$ cat src/nvs_pkg.sv
// Operation
// - Ignore all reads and writes during store, recall or low supply.
// - Skip automatic or pin store when no write happened since last cycle.
// - Start acting on a software command within 500 us (code: a pin or power-loss store taken first delays it by the whole store).
// - Store and recall lock the interface until done; host waits.
// - Clean pin store: release pin driver, keep SRAM disabled while pin low.
// - Keep accepting a write for 25 ns after automatic or pin store starts (code: pin store only; low supply blocks grants in automatic grace).
package nvs_pkg;
  localparam int CLK_MHZ = 200;
  localparam int SOFT_SEQUENCE_LATENCY_US = 500;
  localparam int SOFT_LAT_CYC = SOFT_SEQUENCE_LATENCY_US * CLK_MHZ;
  localparam int WRITE_GRACE_TIME_NS = 25;
  localparam int GRACE_CYC = (WRITE_GRACE_TIME_NS * CLK_MHZ) / 1000;
  localparam int HW_STORE_PULSE_MIN_NS = 15;
  localparam int PULSE_CYC = (HW_STORE_PULSE_MIN_NS * CLK_MHZ + 999) / 1000;
  localparam int RECALL_TIME_MAX_US = 600;
  localparam int RECALL_CYC = RECALL_TIME_MAX_US * CLK_MHZ;
  localparam int STORE_TIME_MS = 8;
  localparam int STORE_CYC = STORE_TIME_MS * 1000 * CLK_MHZ;
  localparam int CNT_W = 24;
  localparam logic [1:0] CMD_STORE = 2'h0;
  localparam logic [1:0] CMD_RECALL = 2'h1;
  localparam logic [1:0] CMD_AS_EN = 2'h2;
  localparam logic [1:0] CMD_AS_DIS = 2'h3;
  typedef enum logic [2:0] {
    NVS_IDLE = 3'h0,
    NVS_GRACE = 3'h1,
    NVS_STORE = 3'h2,
    NVS_RECALL = 3'h3,
    NVS_PIN_HOLD = 3'h4
  } nvs_state_e;
endpackage

$ cat src/nvs_sync.sv
`timescale 1ns/100ps
`default_nettype none
module nvs_sync #(
  parameter int W = 1
) (
  input wire logic clk,
  input wire logic rstn,
  input wire logic [W-1:0] d,
  output logic [W-1:0] q
);
  typedef struct packed {
    logic [W-1:0] s1;
    logic [W-1:0] s2;
  } nvs_sync_s;
  nvs_sync_s r_q, r_d;
  always_comb begin
    r_d.s1 = d;
    r_d.s2 = r_q.s1;
  end
  // Reset value is the idle-high level so a pulled-up pin reads released.
  always_ff @(posedge clk) begin
    if (!rstn) begin
      r_q <= '1;
    end else begin
      r_q <= r_d;
    end
  end
  assign q = r_q.s2;
endmodule
`default_nettype wire

$ cat src/nvs_seq.sv
`timescale 1ns/100ps
`default_nettype none
module nvs_seq #(
  parameter int SOFT_LAT = nvs_pkg::SOFT_LAT_CYC,
  parameter int STORE_T = nvs_pkg::STORE_CYC,
  parameter int RECALL_T = nvs_pkg::RECALL_CYC
) (
  input wire logic clk,
  input wire logic rstn,
  input wire logic supply_low,
  input wire logic hw_store_busy_n_i,
  output logic hw_store_busy_n_o,
  output logic hw_store_busy_n_oe_n,
  input wire logic cmd_valid,
  input wire logic [1:0] cmd_code,
  input wire logic acc_req,
  input wire logic acc_write,
  output logic acc_grant,
  output logic sram_enable,
  output logic nv_store_pulse,
  output logic nv_recall_pulse,
  output logic busy,
  output logic power_loss_save_en,
  output logic dirty
);
  import nvs_pkg::*;
  typedef struct packed {
    nvs_state_e st;
    logic [CNT_W-1:0] cnt;
    logic [CNT_W-1:0] lat;
    logic [1:0] pend_cmd;
    logic pend;
    logic as_en;
    logic dirty;
    logic grant;
    logic sram_en;
    logic st_p;
    logic rc_p;
    logic busy;
    logic pin_oe_n;
    logic [1:0] low_cnt;
    logic sup_q;
    logic [2:0] drv_sh;
  } nvs_seq_s;
  nvs_seq_s r_q, r_d;
  logic pin_s, sup_s;
  nvs_sync #(.W(2)) u_sync (
    .clk(clk),
    .rstn(rstn),
    .d({hw_store_busy_n_i, ~supply_low}),
    .q({pin_s, sup_s})
  );
  logic pin_req, loss_req, lock;
  always_comb begin
    r_d = r_q;
    r_d.st_p = 1'b0;
    r_d.rc_p = 1'b0;
    r_d.sup_q = sup_s;
    r_d.drv_sh = {r_q.drv_sh[1:0], !r_q.pin_oe_n};
    // Pin low must last the minimum pulse before it counts as a request.
    // Our own drive reaches pin_s through the synchroniser, so the low
    // count is held off while we drive and for a few cycles after.
    if (pin_s || !r_q.pin_oe_n || r_q.drv_sh != 3'h0) begin
      r_d.low_cnt = 2'h0;
    end else if (r_q.low_cnt != 2'h3) begin
      r_d.low_cnt = r_q.low_cnt + 2'h1;
    end
    pin_req = !pin_s && (32'(r_q.low_cnt) + 1 >= PULSE_CYC);
    loss_req = r_q.sup_q && !sup_s && r_q.as_en;
    lock = r_q.st != NVS_IDLE && r_q.st != NVS_GRACE;
    if (cmd_valid && !r_q.pend && r_q.st == NVS_IDLE) begin
      r_d.pend = 1'b1;
      r_d.pend_cmd = cmd_code;
      r_d.lat = '0;
    end else if (r_q.pend) begin
      r_d.lat = r_q.lat + 1'b1;
    end
    // Writes count only when granted; grace window still grants them unless supply is low.
    r_d.grant = acc_req && !lock && sup_s;
    if (acc_req && acc_write && r_d.grant) begin
      r_d.dirty = 1'b1;
    end
    case (r_q.st)
      NVS_IDLE: begin
        if (pin_req || loss_req) begin
          if (r_q.dirty) begin
            r_d.st = NVS_GRACE;
            r_d.cnt = '0;
          end else if (pin_req) begin
            // Nothing to save: release the driver and hold SRAM off.
            r_d.st = NVS_PIN_HOLD;
          end
        end else if (r_q.pend) begin
          // Commands act the cycle after they are taken, far inside 500 us, unless a pin or power-loss request wins that cycle.
          r_d.pend = 1'b0;
          r_d.cnt = '0;
          case (r_q.pend_cmd)
            CMD_STORE: r_d.st = NVS_STORE;
            CMD_RECALL: r_d.st = NVS_RECALL;
            CMD_AS_EN: r_d.as_en = 1'b1;
            CMD_AS_DIS: r_d.as_en = 1'b0;
            default: r_d.pend = 1'b0;
          endcase
        end
      end
      NVS_GRACE: begin
        r_d.cnt = r_q.cnt + 1'b1;
        if (32'(r_q.cnt) + 1 >= GRACE_CYC) begin
          r_d.st = NVS_STORE;
          r_d.cnt = '0;
        end
      end
      NVS_STORE, NVS_RECALL: begin
        r_d.cnt = r_q.cnt + 1'b1;
        if (32'(r_q.cnt) + 1 >= (r_q.st == NVS_STORE ? STORE_T : RECALL_T))
        begin
          r_d.st = NVS_IDLE;
          r_d.st_p = r_q.st == NVS_STORE;
          r_d.rc_p = r_q.st == NVS_RECALL;
          if (!(acc_req && acc_write && r_d.grant)) begin
            r_d.dirty = 1'b0;
          end
        end
      end
      NVS_PIN_HOLD: begin
        r_d.pin_oe_n = 1'b1;
        if (pin_s) begin
          r_d.st = NVS_IDLE;
        end
      end
      default: r_d.st = NVS_IDLE;
    endcase
    // The pin is driven low only while a store runs; recall leaves it free.
    r_d.pin_oe_n = r_d.st != NVS_STORE;
    r_d.busy = r_d.st != NVS_IDLE;
    r_d.sram_en = r_d.st == NVS_IDLE || r_d.st == NVS_GRACE;
  end
  always_ff @(posedge clk) begin
    if (!rstn) begin
      r_q <= '0;
      r_q.st <= NVS_IDLE;
      r_q.as_en <= 1'b1;
      r_q.sram_en <= 1'b1;
      r_q.pin_oe_n <= 1'b1;
      r_q.low_cnt <= 2'h0;
    end else begin
      r_q <= r_d;
    end
  end
  assign hw_store_busy_n_o = 1'b0;
  assign hw_store_busy_n_oe_n = r_q.pin_oe_n;
  assign acc_grant = r_q.grant;
  assign sram_enable = r_q.sram_en;
  assign nv_store_pulse = r_q.st_p;
  assign nv_recall_pulse = r_q.rc_p;
  assign busy = r_q.busy;
  assign power_loss_save_en = r_q.as_en;
  assign dirty = r_q.dirty;

  a_lock_no_grant: assert property (@(posedge clk) disable iff (!rstn)
    (r_q.st == NVS_STORE || r_q.st == NVS_RECALL) |=> !acc_grant)
    else $error("access granted during cycle");
  a_skip_clean: assert property (@(posedge clk) disable iff (!rstn)
    (r_q.st == NVS_IDLE && !r_q.dirty && pin_req) |=>
    r_q.st != NVS_STORE && r_q.st != NVS_GRACE)
    else $error("store not skipped when clean");
  a_cmd_latency: assert property (@(posedge clk) disable iff (!rstn)
    (r_q.pend && r_q.st == NVS_IDLE && !pin_req && !loss_req) |=> !r_q.pend)
    else $error("command not acted on");
  a_store_busy: assert property (@(posedge clk) disable iff (!rstn)
    $rose(r_q.st == NVS_STORE) |-> busy [*4])
    else $error("busy dropped during store");
  a_pin_release: assert property (@(posedge clk) disable iff (!rstn)
    r_q.st == NVS_PIN_HOLD |-> hw_store_busy_n_oe_n && !sram_enable)
    else $error("pin driven or sram on in hold");
  a_grace_len: assert property (@(posedge clk) disable iff (!rstn)
    $rose(r_q.st == NVS_GRACE) |-> ##5 r_q.st == NVS_STORE)
    else $error("grace window length wrong");
  a_dirty_set: assert property (@(posedge clk) disable iff (!rstn)
    (r_d.grant && acc_req && acc_write) |=> dirty)
    else $error("dirty not set by write");
  a_dirty_clr: assert property (@(posedge clk) disable iff (!rstn)
    (nv_store_pulse && !$past(acc_write)) |-> !dirty)
    else $error("dirty not cleared after store");
  a_supply_lock: assert property (@(posedge clk) disable iff (!rstn)
    !sup_s |=> !acc_grant)
    else $error("access granted at low supply");
  a_grace_grant: assert property (@(posedge clk) disable iff (!rstn)
    (r_q.st == NVS_GRACE && acc_req && sup_s) |=> acc_grant)
    else $error("write refused in grace window");
  a_store_drive: assert property (@(posedge clk) disable iff (!rstn)
    r_q.st == NVS_STORE |-> !hw_store_busy_n_oe_n)
    else $error("pin not driven during store");
  a_recall_free: assert property (@(posedge clk) disable iff (!rstn)
    r_q.st == NVS_RECALL |-> hw_store_busy_n_oe_n)
    else $error("pin driven during recall");
  a_cycle_busy: assert property (@(posedge clk) disable iff (!rstn)
    r_q.st != NVS_IDLE |-> busy)
    else $error("busy low while cycle active");
  a_cmd_taken: assert property (@(posedge clk) disable iff (!rstn)
    (cmd_valid && !r_q.pend && r_q.st == NVS_IDLE) |=> r_q.pend)
    else $error("command not taken when idle");
  a_dirty_store: assert property (@(posedge clk) disable iff (!rstn)
    (pin_req && r_q.st == NVS_IDLE && r_q.dirty) |=> r_q.st == NVS_GRACE)
    else $error("dirty pin store not started");
  a_pulse_one: assert property (@(posedge clk) disable iff (!rstn)
    nv_store_pulse |=> !nv_store_pulse)
    else $error("store pulse longer than one cycle");
endmodule
`default_nettype wire

$ cat config.mk
export PLATFORM = sky130hd
export DESIGN_NAME = nvs_seq
export DESIGN_NICKNAME = d
export VERILOG_FILES = /design/src/nvs_pkg.sv /design/src/nvs_sync.sv /design/src/nvs_seq.sv
export SDC_FILE = /design/constraint.sdc
export NUM_CORES = 1
export LEC_CHECK = 0
export BUFFER_PORTS_ARGS = -buffer_cell sky130_fd_sc_hd__clkbuf_2
export CAP_MARGIN = 10
export CORE_ASPECT_RATIO = 0.5
export CORE_UTILIZATION = 61
export CTS_BUF_LIST = sky130_fd_sc_hd__clkbuf_4 sky130_fd_sc_hd__clkbuf_8 sky130_fd_sc_hd__clkbuf_16
export CTS_CLUSTER_SIZE = 30
export DETAILED_ROUTE_END_ITERATION = 16
export PLACE_DENSITY = 0.91
export RECOVER_POWER = 25
export SLEW_MARGIN = 20
export SYNTH_ARGS = -nofsm -noshare
export SYNTH_HDL_FRONTEND = slang
export SYNTH_SLANG_ARGS = --single-unit
$ cat constraint.sdc
create_clock -name clk -period 3.91 [get_ports clk]
set_clock_uncertainty 0.2 [all_clocks]
set_input_delay 0.391 -clock clk [delete_from_list [all_inputs] [get_ports clk]]
set_output_delay 0.391 -clock clk [all_outputs]
set_load 0.02 [all_outputs]
## After elaboration in Yosys (flattened, before gate mapping)

Cells that the tools add are included.

| word-level totals | value |
|---|---|
| logic and storage cells | 93 |
| memory bits (writable) | 0 |
| bits in read-only memories | 0 |
| output and inout bits | 9 |
| register bits after elaboration | 48 |
| latch bits | 0 |
| memories | 0 |
| input port bits | 9 |

| operators by class | value |
|---|---|
| shift operators | 0 |
| div/mod/pow operators | 0 |
| multiplexer cells | 21 |
| bitwise logic cells | 3 |
| $mul | 0 |
| equal/unequal tests | 13 |
| reduce and logical (&&, ||, !) cells | 32 |
| add/subtract/negate cells | 4 |
| magnitude comparators | 3 |

Operators with widths:

| kind | count |
|---|---|
| $mux 27 | 3 |
| $pmux 24 s3 | 1 |
| $ge 32x3->1 const B | 1 |
| $add 24x1->25 const B | 1 |
| $ge 25x21->1 | 1 |
| $add 24x1->24 const B | 1 |
| $mux 24 | 1 |
| $mux 21 | 1 |
| $mux 3 | 4 |
| $pmux 3 s4 | 1 |
| $reduce_bool 3->1 | 4 |
| $logic_and 1x1->1 | 10 |
| $eq 3x1->1 const B | 2 |
| $eq 3x2->1 const B | 2 |
| $logic_not 3->1 | 2 |
| $mux 2 | 3 |
| $ne 3x2->1 const B | 2 |
| $pmux 3 s2 | 1 |
| $reduce_and 3->1 | 2 |
| $logic_not 1->1 | 5 |
| $mux 1 | 5 |
| $eq 2x2->1 const B | 2 |
| $logic_or 1x1->1 | 4 |
| $reduce_and 4->1 | 1 |
| other kinds (13) | 16 |

## Longest topological paths before layout

| logic depth | value |
|---|---|
| depth after elaboration | 10 |
| gate-level depth with buffers | 15 |
| gate-level depth less buffers | 14 |

## Modules after synthesis

Synthesis repeated with hierarchy kept, for this count alone.

| unflattened totals | value |
|---|---|
| cells, all modules | 356 |
| area total of the unflattened synthesis | 2992.9 um^2 |

Modules (own cells, without submodules):

| module | sequential area each (um^2) | times used | area each (um^2) | cells each |
|---|---|---|---|---|
| nvs_seq | 880.8 | 1 | 2887.8 | 348 |
| nvs_sync | 80.1 | 1 | 105.1 | 8 |

## Worst setup path before layout

OpenSTA, ideal clock, no wires.

| timing | value |
|---|---|
| path kind | reg-to-reg |
| start point | register r_q[41] in the netlist's numbering |
| end point | register r_q (netlist bit hw_store_busy_n_oe_n) |
| stages on the path, launching flop included | 16 |
| data arrival time | 3.279 ns |
| library setup time | 0.130 ns |
| buffers on the path | 1 |
| clock period less this slack | 3.609 ns |
| setup slack | 0.301 ns |
| data required time | 3.580 ns |
| cells stage by stage | dfxtp_1 > ha_1 > clkbuf_1 > nand3_1 > nor3_2 > and3_1 > xor2_1 > ha_1 > nand2_1 > or2_2 > a31oi_1 > a2111o_1 > a211oi_1 > o211ai_1 > o211ai_2 > o21ai_0 |

| on the way | value |
|---|---|
| longest elaborated chain between the ends | 5 |
| elaborated cells on any way between the ends | 7 |
| those cells by class | add/sub (1); order compare (2); eq/ne (1); mux (3) |

Ends and longest elaborated chain:

| what | line | text |
|---|---|---|
| start: declaration | nvs_seq.sv:45 | `nvs_seq_s r_q, r_d;` |
| start signal: assignment | nvs_seq.sv:147 | `r_q <= r_d;` |
| $add 24x1->25 * | nvs_seq.sv:108, nvs_seq.sv:115 |  |
| $ge 32x3->1 or $ge 25x21->1 (tied branches) | nvs_seq.sv:108, nvs_seq.sv:115 |  |
| $mux 27 or $mux 3 (tied branches) | nvs_seq.sv:108, nvs_seq.sv:115 |  |
| $pmux 3 s4 * | nvs_seq.sv:83 | `case (r_q.st)` |
| $ne 3x2->1 * | nvs_seq.sv:134 | `r_d.pin_oe_n = r_d.st != NVS_STORE;` |

Every way passes the cells marked *; elsewhere a longest branch is shown, timed or not.
A chain may end at the register's enable or synchronous reset.

## Worst setup path after layout

Same ends and word-level chain as after synthesis.

==> results.yml <==
route:
  dr.first_iter.drc_count: 183
  viasPerCell: 6.44
  vias: 2724
  drc: 0
  dr.pass1.iters: 5
  antenna_left: 0
  routed_wl_mm: 7.42
  wl_per_cell_microns: 17.5
sta:
  report.final.slew_viol_count: 0
  fmax_mhz: 274
  hold_viol: 0
  tightest_slew_ns: 1.28
  finalCritPeriodShare: 0.932
  fin_crit_ns: 3.64
  setup_viol: 0
  rsz0062_at_grt: "false"
  setup_tns_ns: 0
  layout_setup_ws_ns: 0.266
  slew_headroom: 0.149
final_layout:
  final_util: 0.710
  seqCellArea_sq_um: 961
  fin_nets: 381
  layout_common_cells: "dfxtp_1 (48), nand2_1 (33), ha_1 (15), nor2_1 (14)"
  multi_input_area_sq_um: 1860
  num-fill-cells: 337
  final_layout_size_suffix_gt1_frac: 0.154
  layout_commonest_cell: "dfxtp_1"
  n_antenna_cell: 0
  area_growth_pct: 8.89
worst_setup_path:
  required_ns: 3.89
  worst-setup-path-type: "reg2reg"
  crit_fanout: 9
  critPathLaunch: "r_q[41]$_SDFFE_PN0P_"
  reg2reg_slack_ns: 0.27
  cp-start-kind: "flip-flop"
  worstReg2RegEnd: "hw_store_busy_n_oe_n$_SDFF_PN1_"
  r2r-start: "r_q[41]$_SDFFE_PN0P_"
  crit_path_end: "hw_store_busy_n_oe_n$_SDFF_PN1_"
  r2r_cells: 14
  crit_path_end_kind: "flip-flop"
  cp.arrival_ns: 3.63
grt:
  grt_antenna_before_repair: 0
  use_met3: 0.0917
  grtUsageMet2: 0.501
  grt_use_met1: 0.402
  grt_overflow_total: 0
  grt_max_degree: 33
  grt_first_pass_wirelength_mm: 12.3
  grt_use_total: 0.314
  gr-max-usage-layer: "met2"
  grt_pass1_vias: 2565
place:
  post-dp-hpwl_mm: 5.37
  dp_slack_ns: 0.258
  place.gp.congestion: 0.952
  port_buffers: 16
clock_network:
  cts_tree: "yes"
  clk_pin_slew_ns: 0.09
  postCtsSetupBuffers: 0
  clockBufferDepth: 2
  cts_sinks: 48
  cts_root_buf: "clkbuf_8"
  clock_latency_ns: 0.30
  numCtsBuffers: 5
  htree_levels: 2
logic_synthesis:
  synthesis.nets: 371
  synth_compound_gate_area_share: 0.206
  synth-async-reset-ratio: 0
  yosysTopAreaCell: "dfxtp_1"
  synth_edf_count: 0
  ys_seq_elements: 48
  synth.area.mux_share: 0.0136
  ys.flop_type: "dfxtp_1"
  syn-cell-area_sq_um: 2950
  synth.avg_cell_area_sq_um: 8.54
  syn_inst: 346
  ys_warn_count: 0
  synth-simple-area-share: 0.289
  seq_area_frac_synth: 0.325
  synth_top_family_by_area: "simple AND/OR/NAND/NOR gates"
  synth_top_area_share: 0.325
  synthXorXnorAreaFrac: 0.0474
  synthTopCellsByArea: "dfxtp_1 (33%), ha_1 (6.8%), nand2_1 (4.2%), xor2_1 (2.7%), a22o_1 (2.4%)"
  synthAdderAreaFrac: 0.0678
  ys_types: 66
hold_path:
  hold_path.class: "in2reg"
  hold_depth: 2
pwr:
  peakVddDrop_v: 0.000309
  power.total_mw: 1.13
  leakage_nw: 1.30
  power_density_nw_per_um2: 350
outcome:
  outcome: "finished, final reports clean"
die:
  placementRows: 17
  dieHeight_microns: 51.2
  core_region_area_sq_um: 4530
  chipWidth_microns: 100
  die_area_sq_um: 5140
  initial_core_util: 0.652
  io_pins: 18
flow_run:
  cap_violations: 0
area by class of cell:
| class | instances | share of cell area |
|---|---|---|
| inverters | 13 | 0.0152 |
| multi-input cells | 263 | 0.580 |
| repair buffers | 25 | 0.0432 |
| clock inverters | 2 | 0.0121 |
| clock buffers | 6 | 0.0257 |
| well taps | 66 | 0.0257 |
| flip-flops and latches | 48 | 0.299 |
power breakdown:
part           internal, mW  switching [mW]  leakage (nW)
Combinational        0.0746           0.137         0.845
Clock                 0.209           0.177        0.0614
Sequential            0.510          0.0183         0.390
Total                 0.794           0.332          1.30
registers in the layout, summed over array words and instances, names as in the netlist:
| signal | flops |
|---|---|
| r_q | 34 |
| r_d | 2 |
| u_sync.q | 2 |
| u_sync.r_d | 2 |
| acc_grant | 1 |
| busy | 1 |
| dirty | 1 |
| hw_store_busy_n_oe_n | 1 |
| nv_recall_pulse | 1 |
| nv_store_pulse | 1 |
| power_loss_save_en | 1 |
| sram_enable | 1 |
synthesized netlist by cell type, drive strengths merged (9+ instances only):
| master | instances |
|---|---|
| a21oi | 13 |
| a31oi | 9 |
| clkbuf | 15 |
| dfxtp | 48 |
| ha | 16 |
| inv | 13 |
| nand2 | 33 |
| nand2b | 9 |
| nand3 | 14 |
| nand4 | 9 |
| nor2 | 15 |
| nor3 | 12 |
| nor4 | 10 |
| o21ai | 11 |
| xor2 | 9 |
worst min path at each step:
stage | to | slack, ns | startpoint
floorplan | u_sync.q[0]$_SDFF_PN1_ | 0.19 | u_sync.r_d[0]$_SDFF_PN1_
global placement | u_sync.q[1]$_SDFF_PN1_ | 0.20 | u_sync.r_d[1]$_SDFF_PN1_
detailed placement | u_sync.q[1]$_SDFF_PN1_ | 0.20 | u_sync.r_d[1]$_SDFF_PN1_
CTS | u_sync.r_d[0]$_SDFF_PN1_ | 0.04 | supply_low
global route | u_sync.r_d[0]$_SDFF_PN1_ | 0.04 | supply_low
finish | u_sync.r_d[0]$_SDFF_PN1_ | 0.04 | supply_low
per-stage QoR:
step | instance area (sq um) | cells | hold WS [ns]
global route | 3220 | 423 | 0.0360
CTS | 3210 | 423 | 0.0385
global placement | 3090 | 415 | 0.197
finish | 3220 | 423 | 0.0412
detailed placement | 3090 | 415 | 0.197
floorplan | 2950 | 346 | 0.186
what timing repair did:
item | 4_1_cts | 5_1_grt
setup endpoints to repair | 0 | 7
gates resized for setup | 0 | 3
hold buffers | 0 | 0
hold endpoints to repair | 0 | 0
worst max-delay path, cell delays in order, from the launching register on:
cell	delay [ns]
dfxtp_1	0.52
ha_2	0.33
nand3_1	0.14
nor3_2	0.17
and3_1	0.19
xor2_1	0.21
ha_1	0.26
nand2_1	0.07
or2_2	0.12
a31oi_1	0.04
a2111o_1	0.42
a211oi_1	0.24
o211ai_1	0.23
o211ai_2	0.27
o21ai_0	0.12
kinds of logic (layout without fill, tap and decap cells):
| logic type | after synthesis | after routing |
|---|---|---|
| simple gates | 144 | 144 |
| compound gates | 82 | 82 |
| flops | 48 | 48 |
| buf+inv | 35 | 46 |
| fa+ha+maj | 16 | 16 |
| xor+xnor | 16 | 16 |
| mux | 4 | 4 |
| other cells | 1 | 1 |
layer usage:
| metal | up-vias | wire length, microns |
|---|---|---|
| met1 | 1269 | 3190 |
| met4 | 0 | 167 |
| met3 | 16 | 714 |
| li1 | 1285 | - |
| met2 | 154 | 3350 |
| met5 | - | 0 |
(Power assumes the default switching activity.)
